## src/inc/crcu_pkg.sv

```systemverilog
// constants shared by the checksum unit: register map, fields, reset values
// assumes a 32-bit bus slave with byte addressing and the bus clock
package crcu_pkg;
    localparam logic [7:0]  OFS_DATA    = 8'h00;
    localparam logic [7:0]  OFS_SCRATCH = 8'h04;
    localparam logic [7:0]  OFS_CONTROL = 8'h08;
    localparam logic [7:0]  OFS_SEED    = 8'h10;
    localparam logic [7:0]  OFS_COEF    = 8'h14;

    localparam logic [31:0] RST_DATA    = 32'hffffffff;
    localparam logic [7:0]  RST_SCRATCH = 8'h00;
    localparam logic [7:0]  RST_CONTROL = 8'h00;
    localparam logic [31:0] RST_SEED    = 32'hffffffff;
    localparam logic [31:0] RST_COEF    = 32'h04c11db7;

    localparam int CTL_RESTART  = 0;
    localparam int CTL_WSEL_LO  = 3;
    localparam int CTL_FLIP_LO  = 5;
    localparam int CTL_OUT_FLIP = 7;
    localparam int SCRATCH_W    = 8;

    // generator width select codes
    localparam logic [1:0] WSEL_32 = 2'h0;
    localparam logic [1:0] WSEL_16 = 2'h1;
    localparam logic [1:0] WSEL_8  = 2'h2;
    localparam logic [1:0] WSEL_7  = 2'h3;

    // input flip select codes
    localparam logic [1:0] FLIP_NONE = 2'h0;
    localparam logic [1:0] FLIP_BYTE = 2'h1;
    localparam logic [1:0] FLIP_HALF = 2'h2;
    localparam logic [1:0] FLIP_WORD = 2'h3;

    // bus transfer sizes and byte counts; one byte is folded per cycle
    localparam logic [2:0] HSIZE_BYTE = 3'h0;
    localparam logic [2:0] HSIZE_HALF = 3'h1;
    localparam logic [2:0] BYTES_B    = 3'h1;
    localparam logic [2:0] BYTES_H    = 3'h2;
    localparam logic [2:0] BYTES_W    = 3'h4;

    localparam logic [1:0] HTRANS_NONSEQ_BIT = 2'h2;
    localparam logic [1:0] HRESP_OKAY        = 2'h0;
endpackage

```

## src/inc/crcu_eng_if.sv

```systemverilog
// carrier between the register front end and the checksum engine
// assumes both ends run on the same bus clock
`timescale 1ns/1ps
interface crcu_eng_if;
    logic        start;
    logic [31:0] data;
    logic [2:0]  nbytes;
    logic        load;
    logic [31:0] load_val;
    logic [1:0]  wsel;
    logic [31:0] poly;
    logic        ready;
    logic        busy;
    logic [31:0] crc;

    modport front (output start, data, nbytes, load, load_val, wsel, poly,
                   input ready, busy, crc);
    modport eng   (input start, data, nbytes, load, load_val, wsel, poly,
                   output ready, busy, crc);
endinterface

```

## src/core/crcu_bitrev.sv

```systemverilog
// reverses the bit order of a W-bit vector
// assumes nothing; pure wiring
`timescale 1ns/1ps
module crcu_bitrev #(
    parameter int W = 8
) (
    input  wire logic [W-1:0] din,
    output wire logic [W-1:0] dout
);
    genvar i;
    generate
        for (i = 0; i < W; i++) begin : g_bit
            assign dout[i] = din[W-1-i];
        end
    endgenerate
endmodule

```

## src/core/crcu_engine.sv

```systemverilog
// checksum engine: folds one byte per clock, msb first, over the selected width
// assumes configuration stays still while busy and load wins over start
`timescale 1ns/1ps
module crcu_engine (
    input  wire logic  clk,
    input  wire logic  rst_n,
    crcu_eng_if.eng    e
);
    logic [31:0] crc_r, crc_nxt;
    logic [31:0] sh_r, sh_nxt;
    logic [2:0]  cnt_r, cnt_nxt;
    logic [31:0] fold;
    logic [31:0] mask;
    logic [4:0]  top;
    logic        fb;

    always_comb begin
        case (e.wsel)
            crcu_pkg::WSEL_32: begin mask = 32'hffffffff; top = 5'h1f; end
            crcu_pkg::WSEL_16: begin mask = 32'h0000ffff; top = 5'h0f; end
            crcu_pkg::WSEL_8:  begin mask = 32'h000000ff; top = 5'h07; end
            default:           begin mask = 32'h0000007f; top = 5'h06; end
        endcase
    end

    always_comb begin
        fold = crc_r;
        fb   = 1'b0;
        for (int b = 7; b >= 0; b--) begin
            fb   = fold[top] ^ sh_r[24+b];
            fold = (fold << 1) & mask;
            if (fb) begin
                fold = fold ^ (e.poly & mask);
            end
        end
    end

    assign e.busy  = (cnt_r != 3'h0);
    // the next word may enter on the last byte cycle, so back-to-back words leave the engine no idle cycle
    assign e.ready = (cnt_r <= 3'h1);
    assign e.crc   = crc_r;

    always_comb begin
        crc_nxt = crc_r;
        sh_nxt  = sh_r;
        cnt_nxt = cnt_r;
        if (cnt_r != 3'h0) begin
            crc_nxt = fold;
            sh_nxt  = {sh_r[23:0], 8'h00};
            cnt_nxt = cnt_r - 3'h1;
        end
        if (e.load) begin
            crc_nxt = e.load_val;
            cnt_nxt = 3'h0;
        end else if (e.start && e.ready) begin
            case (e.nbytes)
                crcu_pkg::BYTES_B: sh_nxt = {e.data[7:0], 24'h000000};
                crcu_pkg::BYTES_H: sh_nxt = {e.data[15:0], 16'h0000};
                default:           sh_nxt = e.data;
            endcase
            cnt_nxt = e.nbytes;
        end
    end

    always_ff @(posedge clk or negedge rst_n) begin
        if (!rst_n) begin
            crc_r <= crcu_pkg::RST_DATA;
            sh_r  <= 32'h00000000;
            cnt_r <= 3'h0;
        end else begin
            crc_r <= crc_nxt;
            sh_r  <= sh_nxt;
            cnt_r <= cnt_nxt;
        end
    end
endmodule

```

## src/core/crcu_top.sv

```systemverilog
// checksum unit top: bus slave with registers, input buffer and flip logic
// assumes a single-master bus on clk; reads take one wait state, data reads more until nothing is in flight
// Notes on behaviour
// - data writes feed the checksum; reset all ones
// - data reads return latest finished checksum
// - narrow data and result sit low
// - scratch byte read/write, upper bits zero
// - restart leaves the scratch byte alone
// - output flip reverses result bit order
// - input flip by byte, half, word
// - width select 32, 16, 8, 7
// - restart loads data with the seed
// - restart bit clears itself, reads zero
// - control resets zero, reserved bits zero
// - seed register holds 32-bit start value
// - coefficients register resets to default polynomial
// - seed write also loads data register
// - latency four, two, one cycles
// - buffer takes a second write, no stall
`timescale 1ns/1ps
module crcu_top (
    input  wire logic        clk,
    input  wire logic        rst_n,
    input  wire logic        hsel,
    input  wire logic [7:0]  haddr,
    input  wire logic [1:0]  htrans,
    input  wire logic        hwrite,
    input  wire logic [2:0]  hsize,
    input  wire logic [31:0] hwdata,
    input  wire logic        hready,
    output logic      [31:0] hrdata,
    output logic             hreadyout,
    output logic      [1:0]  hresp
);
    crcu_eng_if eif ();
    localparam logic HTRANS_BIT = crcu_pkg::HTRANS_NONSEQ_BIT[1];

    crcu_engine u_eng (
        .clk   (clk),
        .rst_n (rst_n),
        .e     (eif)
    );

    // address phase capture
    logic       dp_r, dp_nxt;
    logic       dp_wr_r, dp_wr_nxt;
    logic [7:0] dp_addr_r, dp_addr_nxt;
    logic [2:0] dp_size_r, dp_size_nxt;
    logic       rd_done_r, rd_done_nxt;
    logic [31:0] rdata_r, rdata_nxt;

    // registers
    logic [7:0]  scratch_r, scratch_nxt;
    logic        output_bit_flip_r, output_bit_flip_nxt;
    logic [1:0]  input_bit_flip_select_r, input_bit_flip_select_nxt;
    logic [1:0]  generator_width_select_r, generator_width_select_nxt;
    logic [31:0] seed_r, seed_nxt;
    logic [31:0] coef_r, coef_nxt;

    // input buffer
    logic        pend_r, pend_nxt;
    logic [31:0] pend_data_r, pend_data_nxt;
    logic [2:0]  pend_n_r, pend_n_nxt;

    logic        wr_phase;
    logic        rd_phase;
    logic        dr_wr;
    logic        dr_wr_ok;
    logic        rd_can;
    logic        restart;
    logic        seed_wr;
    logic        hi_clr, ctl_ok;
    logic [2:0]  wr_bytes;
    logic [1:0]  flip_eff;
    logic [31:0] in_byte, in_half, in_word, in_data;
    logic [31:0] out_32;
    logic [15:0] out_16;
    logic [7:0]  out_8;
    logic [6:0]  out_7;
    logic [31:0] out_val;

    genvar g;
    generate
        for (g = 0; g < 4; g++) begin : g_byte
            crcu_bitrev #(.W(8)) u_rb (
                .din  (hwdata[8*g+7:8*g]),
                .dout (in_byte[8*g+7:8*g])
            );
        end
        for (g = 0; g < 2; g++) begin : g_half
            crcu_bitrev #(.W(16)) u_rh (
                .din  (hwdata[16*g+15:16*g]),
                .dout (in_half[16*g+15:16*g])
            );
        end
    endgenerate

    crcu_bitrev #(.W(32)) u_rw (
        .din  (hwdata),
        .dout (in_word)
    );

    crcu_bitrev #(.W(32)) u_o32 (
        .din  (eif.crc),
        .dout (out_32)
    );
    crcu_bitrev #(.W(16)) u_o16 (
        .din  (eif.crc[15:0]),
        .dout (out_16)
    );
    crcu_bitrev #(.W(8)) u_o8 (
        .din  (eif.crc[7:0]),
        .dout (out_8)
    );
    crcu_bitrev #(.W(7)) u_o7 (
        .din  (eif.crc[6:0]),
        .dout (out_7)
    );

    assign wr_phase = dp_r && dp_wr_r;
    assign rd_phase = dp_r && !dp_wr_r;
    assign dr_wr    = wr_phase && (dp_addr_r == crcu_pkg::OFS_DATA);
    // stall only when both buffer and engine are occupied
    assign dr_wr_ok = !(pend_r && !eif.ready);
    // a data read waits until nothing is in flight
    assign rd_can   = (dp_addr_r != crcu_pkg::OFS_DATA) || (!eif.busy && !pend_r);
    // restart on writing one to bit 0
    assign restart  = wr_phase && (dp_addr_r == crcu_pkg::OFS_CONTROL)
                      && ctl_ok && hwdata[crcu_pkg::CTL_RESTART];
    assign seed_wr  = wr_phase && (dp_addr_r == crcu_pkg::OFS_SEED);
    assign hi_clr   = hwdata[31:8] == 24'h000000;
    assign ctl_ok   = hi_clr && hwdata[2:1] == 2'h0;

    always_comb begin
        case (dp_size_r)
            crcu_pkg::HSIZE_BYTE: wr_bytes = crcu_pkg::BYTES_B;
            crcu_pkg::HSIZE_HALF: wr_bytes = crcu_pkg::BYTES_H;
            default:              wr_bytes = crcu_pkg::BYTES_W;
        endcase
    end

    // flip unit never wider than the write
    always_comb begin
        flip_eff = input_bit_flip_select_r;
        if ((dp_size_r == crcu_pkg::HSIZE_BYTE) && (flip_eff != crcu_pkg::FLIP_NONE)) begin
            flip_eff = crcu_pkg::FLIP_BYTE;
        end else if ((dp_size_r == crcu_pkg::HSIZE_HALF)
                     && (flip_eff == crcu_pkg::FLIP_WORD)) begin
            flip_eff = crcu_pkg::FLIP_HALF;
        end
        case (flip_eff)
            crcu_pkg::FLIP_BYTE: in_data = in_byte;
            crcu_pkg::FLIP_HALF: in_data = in_half;
            crcu_pkg::FLIP_WORD: in_data = (dp_size_r == crcu_pkg::HSIZE_HALF) ?
                                           {16'h0000, in_word[31:16]} : in_word;
            default:             in_data = hwdata;
        endcase
    end

    // flip over selected width, result kept low
    always_comb begin
        case (generator_width_select_r)
            crcu_pkg::WSEL_32: out_val = out_32;
            crcu_pkg::WSEL_16: out_val = {16'h0000, out_16};
            crcu_pkg::WSEL_8:  out_val = {24'h000000, out_8};
            default:           out_val = {25'h0000000, out_7};
        endcase
        if (!output_bit_flip_r) begin
            out_val = eif.crc;
        end
    end

    // handshake
    always_comb begin
        hreadyout = 1'b1;
        if (rd_phase && !rd_done_r) begin
            hreadyout = 1'b0;
        end
        if (dr_wr && !dr_wr_ok) begin
            hreadyout = 1'b0;
        end
    end
    assign hresp  = crcu_pkg::HRESP_OKAY;
    assign hrdata = rdata_r;

    // bus phase tracking and read data
    always_comb begin
        dp_nxt      = dp_r;
        dp_wr_nxt   = dp_wr_r;
        dp_addr_nxt = dp_addr_r;
        dp_size_nxt = dp_size_r;
        rd_done_nxt = 1'b0;
        rdata_nxt   = rdata_r;
        if (hready) begin
            dp_nxt      = hsel && (htrans[1] == HTRANS_BIT);
            dp_wr_nxt   = hwrite;
            dp_addr_nxt = haddr;
            dp_size_nxt = hsize;
        end
        if (rd_phase && !rd_done_r && rd_can) begin
            rd_done_nxt = 1'b1;
            case (dp_addr_r)
                crcu_pkg::OFS_DATA:    rdata_nxt = out_val;
                crcu_pkg::OFS_SCRATCH: rdata_nxt = {24'h000000, scratch_r};
                crcu_pkg::OFS_CONTROL: rdata_nxt = {24'h000000, output_bit_flip_r,
                                                    input_bit_flip_select_r,
                                                    generator_width_select_r, 3'h0};
                crcu_pkg::OFS_SEED:    rdata_nxt = seed_r;
                crcu_pkg::OFS_COEF:    rdata_nxt = coef_r;
                default:               rdata_nxt = 32'h00000000;
            endcase
        end
    end

    // register writes
    always_comb begin
        scratch_nxt                = scratch_r;
        output_bit_flip_nxt        = output_bit_flip_r;
        input_bit_flip_select_nxt  = input_bit_flip_select_r;
        generator_width_select_nxt = generator_width_select_r;
        seed_nxt                   = seed_r;
        coef_nxt                   = coef_r;
        if (wr_phase) begin
            case (dp_addr_r)
                crcu_pkg::OFS_SCRATCH: if (hi_clr) scratch_nxt = hwdata[crcu_pkg::SCRATCH_W-1:0];
                crcu_pkg::OFS_CONTROL: if (ctl_ok) begin
                    output_bit_flip_nxt        = hwdata[crcu_pkg::CTL_OUT_FLIP];
                    input_bit_flip_select_nxt  = hwdata[crcu_pkg::CTL_FLIP_LO +: 2];
                    generator_width_select_nxt = hwdata[crcu_pkg::CTL_WSEL_LO +: 2];
                end
                crcu_pkg::OFS_SEED:    seed_nxt = hwdata;
                // coefficients, narrow ones taken from low bits
                crcu_pkg::OFS_COEF:    coef_nxt = hwdata;
                default:               scratch_nxt = scratch_r;
            endcase
        end
    end

    // engine feed and input buffer
    always_comb begin
        pend_nxt      = pend_r;
        pend_data_nxt = pend_data_r;
        pend_n_nxt    = pend_n_r;
        eif.start     = 1'b0;
        eif.data      = in_data;
        eif.nbytes    = wr_bytes;
        // restart or seed write loads the data register and drops queued input
        eif.load      = restart || seed_wr;
        eif.load_val  = seed_wr ? hwdata : seed_r;
        eif.wsel      = generator_width_select_r;
        eif.poly      = coef_r;
        if (pend_r && eif.ready) begin
            eif.start  = 1'b1;
            eif.data   = pend_data_r;
            eif.nbytes = pend_n_r;
            pend_nxt   = 1'b0;
        end
        // a write goes straight in or waits in the buffer
        if (dr_wr && dr_wr_ok) begin
            if (!pend_r && eif.ready) begin
                eif.start = 1'b1;
            end else begin
                pend_nxt      = 1'b1;
                pend_data_nxt = in_data;
                pend_n_nxt    = wr_bytes;
            end
        end
        if (eif.load) begin
            pend_nxt = 1'b0;
        end
    end

    always_ff @(posedge clk or negedge rst_n) begin
        if (!rst_n) begin
            dp_r                     <= 1'b0;
            dp_wr_r                  <= 1'b0;
            dp_addr_r                <= 8'h00;
            dp_size_r                <= 3'h0;
            rd_done_r                <= 1'b0;
            rdata_r                  <= 32'h00000000;
            scratch_r                <= crcu_pkg::RST_SCRATCH;
            output_bit_flip_r        <= crcu_pkg::RST_CONTROL[crcu_pkg::CTL_OUT_FLIP];
            input_bit_flip_select_r  <= crcu_pkg::RST_CONTROL[crcu_pkg::CTL_FLIP_LO +: 2];
            generator_width_select_r <= crcu_pkg::RST_CONTROL[crcu_pkg::CTL_WSEL_LO +: 2];
            seed_r                   <= crcu_pkg::RST_SEED;
            coef_r                   <= crcu_pkg::RST_COEF;
            pend_r                   <= 1'b0;
            pend_data_r              <= 32'h00000000;
            pend_n_r                 <= 3'h0;
        end else begin
            dp_r                     <= dp_nxt;
            dp_wr_r                  <= dp_wr_nxt;
            dp_addr_r                <= dp_addr_nxt;
            dp_size_r                <= dp_size_nxt;
            rd_done_r                <= rd_done_nxt;
            rdata_r                  <= rdata_nxt;
            scratch_r                <= scratch_nxt;
            output_bit_flip_r        <= output_bit_flip_nxt;
            input_bit_flip_select_r  <= input_bit_flip_select_nxt;
            generator_width_select_r <= generator_width_select_nxt;
            seed_r                   <= seed_nxt;
            coef_r                   <= coef_nxt;
            pend_r                   <= pend_nxt;
            pend_data_r              <= pend_data_nxt;
            pend_n_r                 <= pend_n_nxt;
        end
    end
endmodule

```

## config.mk

```make
export PLATFORM = sky130hd
export DESIGN_NAME = crcu_top
export DESIGN_NICKNAME = d
export VERILOG_FILES = /design/src/inc/crcu_pkg.sv /design/src/inc/crcu_eng_if.sv /design/src/core/crcu_bitrev.sv /design/src/core/crcu_engine.sv /design/src/core/crcu_top.sv
export SDC_FILE = /design/constraint.sdc
export NUM_CORES = 1
export LEC_CHECK = 0
export BUFFER_PORTS_ARGS = -buffer_cell sky130_fd_sc_hd__buf_2
export CORE_UTILIZATION = 43
export DETAILED_ROUTE_END_ITERATION = 8
export GPL_ROUTABILITY_DRIVEN = 0
export RECOVER_POWER = 100
export SLEW_MARGIN = 20
export SYNTH_ARGS = -nofsm -noshare
export SYNTH_HDL_FRONTEND = slang
export SYNTH_SLANG_ARGS = --single-unit
```

## constraint.sdc

```tcl
create_clock -name clk -period 9.8 [get_ports clk]
set_input_delay 2.45 -clock clk [delete_from_list [all_inputs] [get_ports clk]]
set_output_delay 2.45 -clock clk [all_outputs]
set_load 0.05 [all_outputs]
```

==> results of run 1 <==
## metrics by stage
stage               worst slack [ps]  utilization (%)  cell area, sq um
floorplan                       1590                -             18000
global placement                 346             45.8             18800
detailed placement              58.0             45.8             18800
CTS                             16.5             47.8             19600
global route                   0.216             47.6             19600
finish                           532             47.6             19600
## report_power, final
group | internal, mW | switching [mW] | total [mW] | leakage, nW
sequential | 1.03 | 0.103 | 1.13 | 2.70
clock | 0.576 | 0.398 | 0.973 | 0.413
combinational | 2.41 | 3.32 | 5.74 | 4.91
total | 4.02 | 3.82 | 7.84 | 8.03
## tightest hold or removal path, stage by stage, from the launching register on
cell and delay (ps):
dfrtp_1 340, nand2_1 40, o21ai_0 60
## area by class of cell
cell class / count / area [sq um] / share of cell area [%]
Multi-Input combinational cell: 1648 / 11500 / 58.8
Sequential cell: 226 / 5760 / 29.4
Timing Repair Buffer: 133 / 716 / 3.65
Clock buffer: 34 / 699 / 3.57
Tap cell: 532 / 666 / 3.40
Clock inverter: 10 / 125 / 0.639
Inverter: 27 / 101 / 0.518
Antenna cell: 2 / 5.00 / 0.0256
## cell usage after synthesis (14+ instances only)
| cell type | n |
|---|---|
| a31oi_1 | 26 |
| o21ai_1 | 21 |
| inv_1 | 25 |
| o21ai_0 | 110 |
| a222oi_1 | 31 |
| nor2b_1 | 21 |
| nand4_1 | 14 |
| nand2_1 | 297 |
| and2_1 | 16 |
| a22o_1 | 24 |
| o22ai_1 | 47 |
| buf_1 | 27 |
| nand3_1 | 56 |
| and3_1 | 40 |
| dfstp_2 | 78 |
| xnor2_1 | 178 |
| clkbuf_1 | 146 |
| xor2_1 | 32 |
| nor4_1 | 22 |
| o211ai_1 | 15 |
| mux2i_1 | 119 |
| a21oi_1 | 100 |
| or3_1 | 22 |
| nor3_1 | 30 |
| mux2_2 | 134 |
| dfrtp_1 | 148 |
| nor2_1 | 101 |
## per-layer routing
layer  track usage [%]  up-vias
met5                 0        -
met3              5.10      141
li1                  -     7486
met4              11.4        0
met1              41.2     8137
met2              46.8      788
## logic make-up (layout without fill, tap and decap cells)
| family | count (synthesis) | in the layout |
|---|---|---|
| AND/OR/NAND/NOR | 677 | 677 |
| multiplexers | 269 | 269 |
| XOR/XNOR | 212 | 212 |
| AO/OA/AOI/OAI | 484 | 484 |
| flip-flops | 226 | 226 |
| buffers and inverters | 212 | 204 |
| adder cells (fa/ha/maj) | 4 | 4 |
| other | 1 | 4 |
## registers in the layout, summed over array words and instances (netlist names), 8 cells and up
name	count
hrdata	32
scratch_r	8
u_eng.e.crc	32
coef_r	32
u_eng.sh_r	32
pend_data_r	32
seed_r	32
dp_addr_r	8
## worst max path at each step
| stage | end |
|---|---|
| final | u_eng.e.crc[8]$_DFFE_PN1P_ |
| after global routing | u_eng.e.crc[31]$_DFFE_PN1P_ |
| after global placement | u_eng.e.crc[31]$_DFFE_PN1P_ |
| after floorplan | u_eng.e.crc[14]$_DFFE_PN1P_ |
| after CTS | u_eng.e.crc[31]$_DFFE_PN1P_ |
| after detailed placement | u_eng.e.crc[31]$_DFFE_PN1P_ |
## what timing repair did
| action | CTS | global route |
|---|---|---|
| endpoints found under the hold margin | 0 | 0 |
| buffers inserted | 0 | 3 |
| setup endpoints to repair | 0 | 32 |
| gates resized for setup | 0 | 9 |
==> metrics.csv, run 1 <==
stage,metric,value,unit
timing,fin_tns_setup,0,ps
global_route,grt_overflow,0,
synthesis,netlist.area_leader.share,20.6,%
timing,fin_hold_ws,475,ps
pwr,powerDensity,400,nW/um^2
synthesis,async_reset_ff_share,100,%
setup_path,r2r_start,eif.wsel[1]$_DFFE_PN0P_,
finish,fin_nets,2113,
die,die_w,207,um
timing,worst_slew_pin_slew,6170,ps
setup_path,end_kind,register,
synthesis,synth_cell_type_count,99,
synthesis,synth_adder_area_share,0.264,%
timing,slew_headroom,-311,%
global_route,antenna_found_initial,5,
finish,layout_common_cells,"295 x nand2_1, 176 x xnor2_1, 144 x dfrtp_1",
synthesis,yosysSeqAreaShare,31.9,%
drt,vias_per_cell,6.34,
synthesis,synth_cells,2085,
placed_design,dp_hpwl,45.4,mm
die,die_area,42700,sq um
pwr,max-vdd-ir-drop,0.301,mV
timing,slew_viol_final,484,
timing,setup_violations,0,
timing,fin_crit,9270,ps
pwr,total_power,7.84,mW
die,initial_utilization,43.8,%
synthesis,yosysTopAreaCell,dfrtp_1,
finish,final_common_cell,nand2_1,
clock_network,htree_levels,1,
drt,antenna_left,0,
hold_path,hp-start,hrdata[13]$_DFFE_PN0P_,
global_route,grt_max_degree,106,
clock_network,path_clk_slew,60,ps
die,die_h,207,um
synthesis,synth_top_family_by_area,compound AO/OA/AOI/OAI gates,
setup_path,rrSetupSlack,530,ps
finish,layoutNonFillerInstCount,2612,
setup_path,path_class,reg -> reg,
setup_path,reg2regPathDepth,28,
drt,drt-initial-drc-count,1898,
setup_path,cp_slowest_stage_delay,660,ps
synthesis,synth_area,18000,sq um
pwr,power_leakage,8.03,nW
global_route,grt_pass1_wl,96.9,mm
placed_design,place.port_buffers,81,
setup_path,cp.arrival,9710,ps
synthesis,synth-compound-area-share,18.2,%
timing,fmax,108,MHz
setup_path,worst-path-stages,28,
synthesis,synthFlopType,dfrtp_1,
drt,met2_length,28.8,mm
setup_path,crit_required,10240,ps
setup_path,crit_family,compound AO/OA/AOI/OAI gates,
clock_network,numCtsBuffers,24,
setup_path,cp_max_fo,12,
timing,finalHoldViolations,0,
synthesis,synth_xor_xnor_area_share,10.5,%
clock_network,cts_max_path_buffers,3,
run_status,violations,"design-rule violations, max-capacitance violations, max-slew violations",
drt,vias,16552,
setup_path,reg2reg_to,u_eng.e.crc[8]$_DFFE_PN1P_,
die,ios,85,
drt,top_layer,met4,
drt,first_pass_iters,9,
synthesis,synth_mux_area_share,16.5,%
synthesis,ys_warn_count,0,
timing,fin_skew,18.4,ps
hold_path,whs_path_depth,2,
hold_path,worst_hold_path.endpoint,hrdata[13]$_DFFE_PN0P_,
die,rows,74,
drt,wirelength,64.0,mm
drt,drc,2,
setup_path,worst-path-buf-inv,3,
global_route,grt_pass1_vias,15474,
synthesis,synth_edf_count,0,
drt,dr_wl_met3,5.68,mm
die,core,41100,sq um
synthesis,synth_area_per_cell,8.64,sq um
timing,period_share,94.6,%
drt,wl_met1,26.9,mm
synthesis,ys_ff_latch,226,
clock_network,cts_root_buf,clkbuf_16,
run,max_cap_violations,11,
run_status,status,"complete, but fails checks",
hold_path,hold_class,reg -> reg,
global_route,track_usage,29.9,%
clock_network,clock_latency,540,ps
setup_path,slowest_stage,xnor2_1,
clock_network,cts_tree,yes,
timing,rsz0062_at_grt,no,
placed_design,place_inst,2563,
drt,wl_per_cell,24.5,um
clock_network,clock-sinks,226,
setup_path,cp-startpoint,eif.wsel[1]$_DFFE_PN0P_,
synthesis,synth_area_leaders,"dfrtp_1 21%, dfstp_2 11%, xnor2_1 8.7%",
setup_path,critPathLaunchType,register,
finish,fillCellCount,4006,
clock_network,cts_hold_buf,0,
finish,drive_above_1_share,18.2,%
synthesis,synth_simple_gate_area_share,18.1,%
finish,area_growth,8.66,%
Note: power is estimated with default switching activity, not from simulation.
==> run 2: changes to the inputs <==
--- a/config.mk
+++ b/config.mk
@@ -7,10 +7,11 @@
 export LEC_CHECK = 0
 export BUFFER_PORTS_ARGS = -buffer_cell sky130_fd_sc_hd__buf_2
 export CORE_UTILIZATION = 43
+export CTS_BUF_LIST = sky130_fd_sc_hd__clkbuf_16
 export DETAILED_ROUTE_END_ITERATION = 8
 export GPL_ROUTABILITY_DRIVEN = 0
 export RECOVER_POWER = 100
-export SLEW_MARGIN = 20
 export SYNTH_ARGS = -nofsm -noshare
 export SYNTH_HDL_FRONTEND = slang
+export SYNTH_HIERARCHICAL = 1
 export SYNTH_SLANG_ARGS = --single-unit
==> run 2 against run 1 <==
The flow finishes with violations (max-capacitance violations, max-slew violations); count of clock-buffer cells in the layout fell by 5; total power fell by 59%; first-iteration DRC count rose by 6.0%; final area fell by 0.49%; combinational power fell by 84%; synthesized area rose by 5.9%; sequential share of layout area rose by 0.13 points.
==> metrics.csv, run 2 <==
stage,metric,value,unit,change
run,max_cap_violations,10,,-1
setup_path,crit_required,10280,ps,+40 ps
setup_path,cp-startpoint,eif.wsel[0]$_DFFE_PN0P_,,
setup_path,end_kind,register,,
synthesis,ys_warn_count,6,,+6
drt,wirelength,62.3,mm,-2.6%
global_route,grt_pass1_vias,15502,,+0.18%
synthesis,async_reset_ff_share,100,%,unchanged
timing,rsz0062_at_grt,no,,
finish,layout_common_cells,"378 x nand2_1, 178 x xnor2_1, 146 x dfrtp_1",,
die,die_area,45200,sq um,+5.8%
synthesis,synth_area_leaders,"dfrtp_1 19%, dfstp_2 11%, xnor2_1 8.2%",,
finish,drive_above_1_share,15.2,%,-3.0 points
timing,setup_violations,0,,unchanged
drt,vias,16603,,+0.31%
timing,slew_headroom,-316,%,-4.8 points
timing,fmax,109,MHz,+1.3%
placed_design,place.port_buffers,81,,unchanged
global_route,grt_max_degree,115,,+8.5%
setup_path,r2r_start,eif.wsel[0]$_DFFE_PN0P_,,
pwr,p_comb_share,28.8,%,-44 points
synthesis,synth.most_common_cell,nand2_1,,
pwr,p_seq_share,36.0,%,+22 points
pwr,max-vdd-ir-drop,0.0933,mV,-69%
clock_network,path_clk_slew,60,ps,about the same
synthesis,synth_area_per_cell,8.19,sq um,-5.3%
drt,first_pass_iters,6,,-3
setup_path,cp_max_fo,25,,+13
pwr,powerDensity,165,nW/um^2,-59%
drt,drt-initial-drc-count,2011,,+6.0%
clock_network,cts_root_buf,clkbuf_16,,
finish,area_growth,2.12,%,
pwr,total_power,3.22,mW,-59%
synthesis,yosysSeqAreaShare,30.1,%,-1.8 points
timing,fin_skew,30.0,ps,+11.5 ps
placed_design,dp_hpwl,42.9,mm,-5.5%
hold_path,hp-start,hrdata[13]$_DFFE_PN0P_,,
die,ios,85,,unchanged
global_route,grt_pass1_wl,95.6,mm,-1.4%
synthesis,synth_cell_type_count,102,,+3.0%
clock_network,cts_max_path_buffers,3,,unchanged
run_status,violations,"max-capacitance violations, max-slew violations",,
timing,finalHoldViolations,0,,unchanged
timing,period_share,93.3,%,-1.3 points
finish,multi_input_area,11100,sq um,-3.3%
timing,fin_crit,9140,ps,-123 ps
die,core,43500,sq um,+5.7%
run_status,status,"complete, but fails checks",,
hold_path,hold_class,reg -> reg,,
synthesis,synth_cells,2331,,+12%
global_route,grt_overflow,0,,unchanged
synthesis,synth_edf_count,0,,unchanged
setup_path,rrSetupSlack,660,ps,+120 ps
drt,vias_per_cell,6.03,,-4.9%
setup_path,path_class,reg -> reg,,
drt,drc,0,,-2
setup_path,slowest_stage,nor4_1,,
clock_network,htree_levels,1,,unchanged
pwr,power_leakage,7.35,nW,-8.4%
clock_network,clock-sinks,226,,unchanged
setup_path,cp_slowest_stage_delay,610,ps,-50 ps
synthesis,synth_area,19100,sq um,+5.9%
synthesis,yosysTopAreaCell,dfrtp_1,,
synthesis,synthTopCellsByCount,"377 x nand2_1, 179 x xnor2_1, 169 x buf_4",,
die,rows,76,,+2.7%
global_route,track_usage,27.5,%,-2.4 points
synthesis,synthFlopType,dfrtp_1,,
finish,fillCellCount,4321,,+7.9%
timing,worst_slew_pin_slew,6240,ps,+71.8 ps
global_route,antenna_found_initial,0,,-5
drt,wl_per_cell,22.6,um,-7.7%
die,initial_utilization,43.9,%,+0.074 points
clock_network,cts_tree,yes,,
pwr,p_switching,1.19,mW,-69%
drt,antenna_left,0,,unchanged
timing,fin_tns_setup,0,ps,unchanged
die,die_h,213,um,+2.9%
pwr,internal_power,2.03,mW,-49%
finish,seqCellArea,5760,sq um,about the same
synthesis,ys_ff_latch,226,,unchanged
clock_network,numCtsBuffers,29,,+21%
setup_path,cp.arrival,9630,ps,-80 ps
timing,slew_viol_final,559,,+15%
pwr,switching_share,36.9,%,-12 points
setup_path,critPathLaunchType,register,,
synthesis,netlist.area_leader.share,19.4,%,-1.1 points
finish,final_common_cell,nand2_1,,
die,die_w,213,um,+2.9%
finish,fin_nets,2197,,+4.0%
clock_network,clock_latency,590,ps,+50 ps
pwr,p_clk_share,35.3,%,+23 points
run 2: cell count changes in the layout (fill, tap and decap cells not counted), moves of 33 or more:
| cell | previous run | this run |
|---|---|---|
| nor2_1 | 99 | 132 |
| a21oi_1 | 100 | 143 |
| a221oi_1 | 2 | 37 |
| inv_1 | 25 | 59 |
| nand2_1 | 295 | 378 |
| mux2i_1 | 118 | 66 |
run 2: power by group through the flow:
stage | Clock, mW | Sequential, mW | Combinational [mW]
2_1_floorplan | 0 | 1.18 | 0.667
3_3_place_gp | 0 | 1.16 | 0.898
3_5_place_dp | 0 | 1.17 | 0.910
4_1_cts | 1.16 | 1.15 | 0.916
5_1_grt | 1.18 | 1.16 | 0.992
6_report | 1.14 | 1.16 | 0.926
run 2: layout make-up:
type                       count  area share (%)
antenna                        1          0.0128
sequential                   226            29.5
tap                          585            3.76
clock inverter                25            1.45
multi-input combinational   1708            57.1
clock buffer                  29            3.72
timing repair buffer         123            3.29
inverter                      57            1.10
run 2: path summary, 6_finish.rpt:
kind	end	cells after the start
max	u_eng/e.crc[31]$_DFFE_PN1P_	29
max reg2reg	u_eng/e.crc[31]$_DFFE_PN1P_	29
min	hrdata[13]$_DFFE_PN0P_	2
min reg2reg	hrdata[13]$_DFFE_PN0P_	2
max in group asynchronous	eif.wsel[0]$_DFFE_PN0P_	1
min in group asynchronous	dp_r$_DFFE_PN0P_	1
run 2: kinds of logic (layout without fill, tap and decap cells):
logic type / Yosys count / count (layout) / share of synthesized area [%]
AO/OA/AOI/OAI: 541 / 541 / 18.5
XOR/XNOR: 224 / 224 / 10.4
adder cells (fa/ha/maj): 3 / 3 / 0.184
buffers and inverters: 398 / 234 / 11.4
flip-flops: 226 / 226 / 30.1
multiplexers: 193 / 193 / 11.5
other: 1 / 3 / 0.0197
AND/OR/NAND/NOR: 745 / 745 / 17.8
run 2: what timing repair did:
item	CTS	global route
hold buffers	0	0
endpoints found under the setup margin	0	4
resized for setup	0	0
setup buffers	0	3
run 2: routing by layer:
metal / share of wire (%) / wire, um / global-route usage [%]
met1: 44 / 27200 / 38.8
met2: 44 / 27600 / 43.0
met3: 8.5 / 5310 / 4.00
met4: 3.6 / 2230 / 9.25
met5: 0 / 0 / 0
run 2: per-stage QoR:
step	util, %	worst slack, ps	area (sq um)	hold WS (ps)	instances
after CTS	45.2	608	19600	482	2750
final	44.8	656	19500	478	2754
after detailed placement	42.9	627	18600	469	2696
after global routing	44.8	93.7	19500	501	2753
after global placement	42.9	875	18600	458	2696
after floorplan	-	1840	19100	444	2332
run 2: worst max-delay path, delay by kind of cell, from the launching register on:
family          cells  cell delay [ps]
flops               1              440
xor+xnor            1              250
compound gates     11             3070
simple gates       12             4070
mux                 3              690
buf+inv             2              490
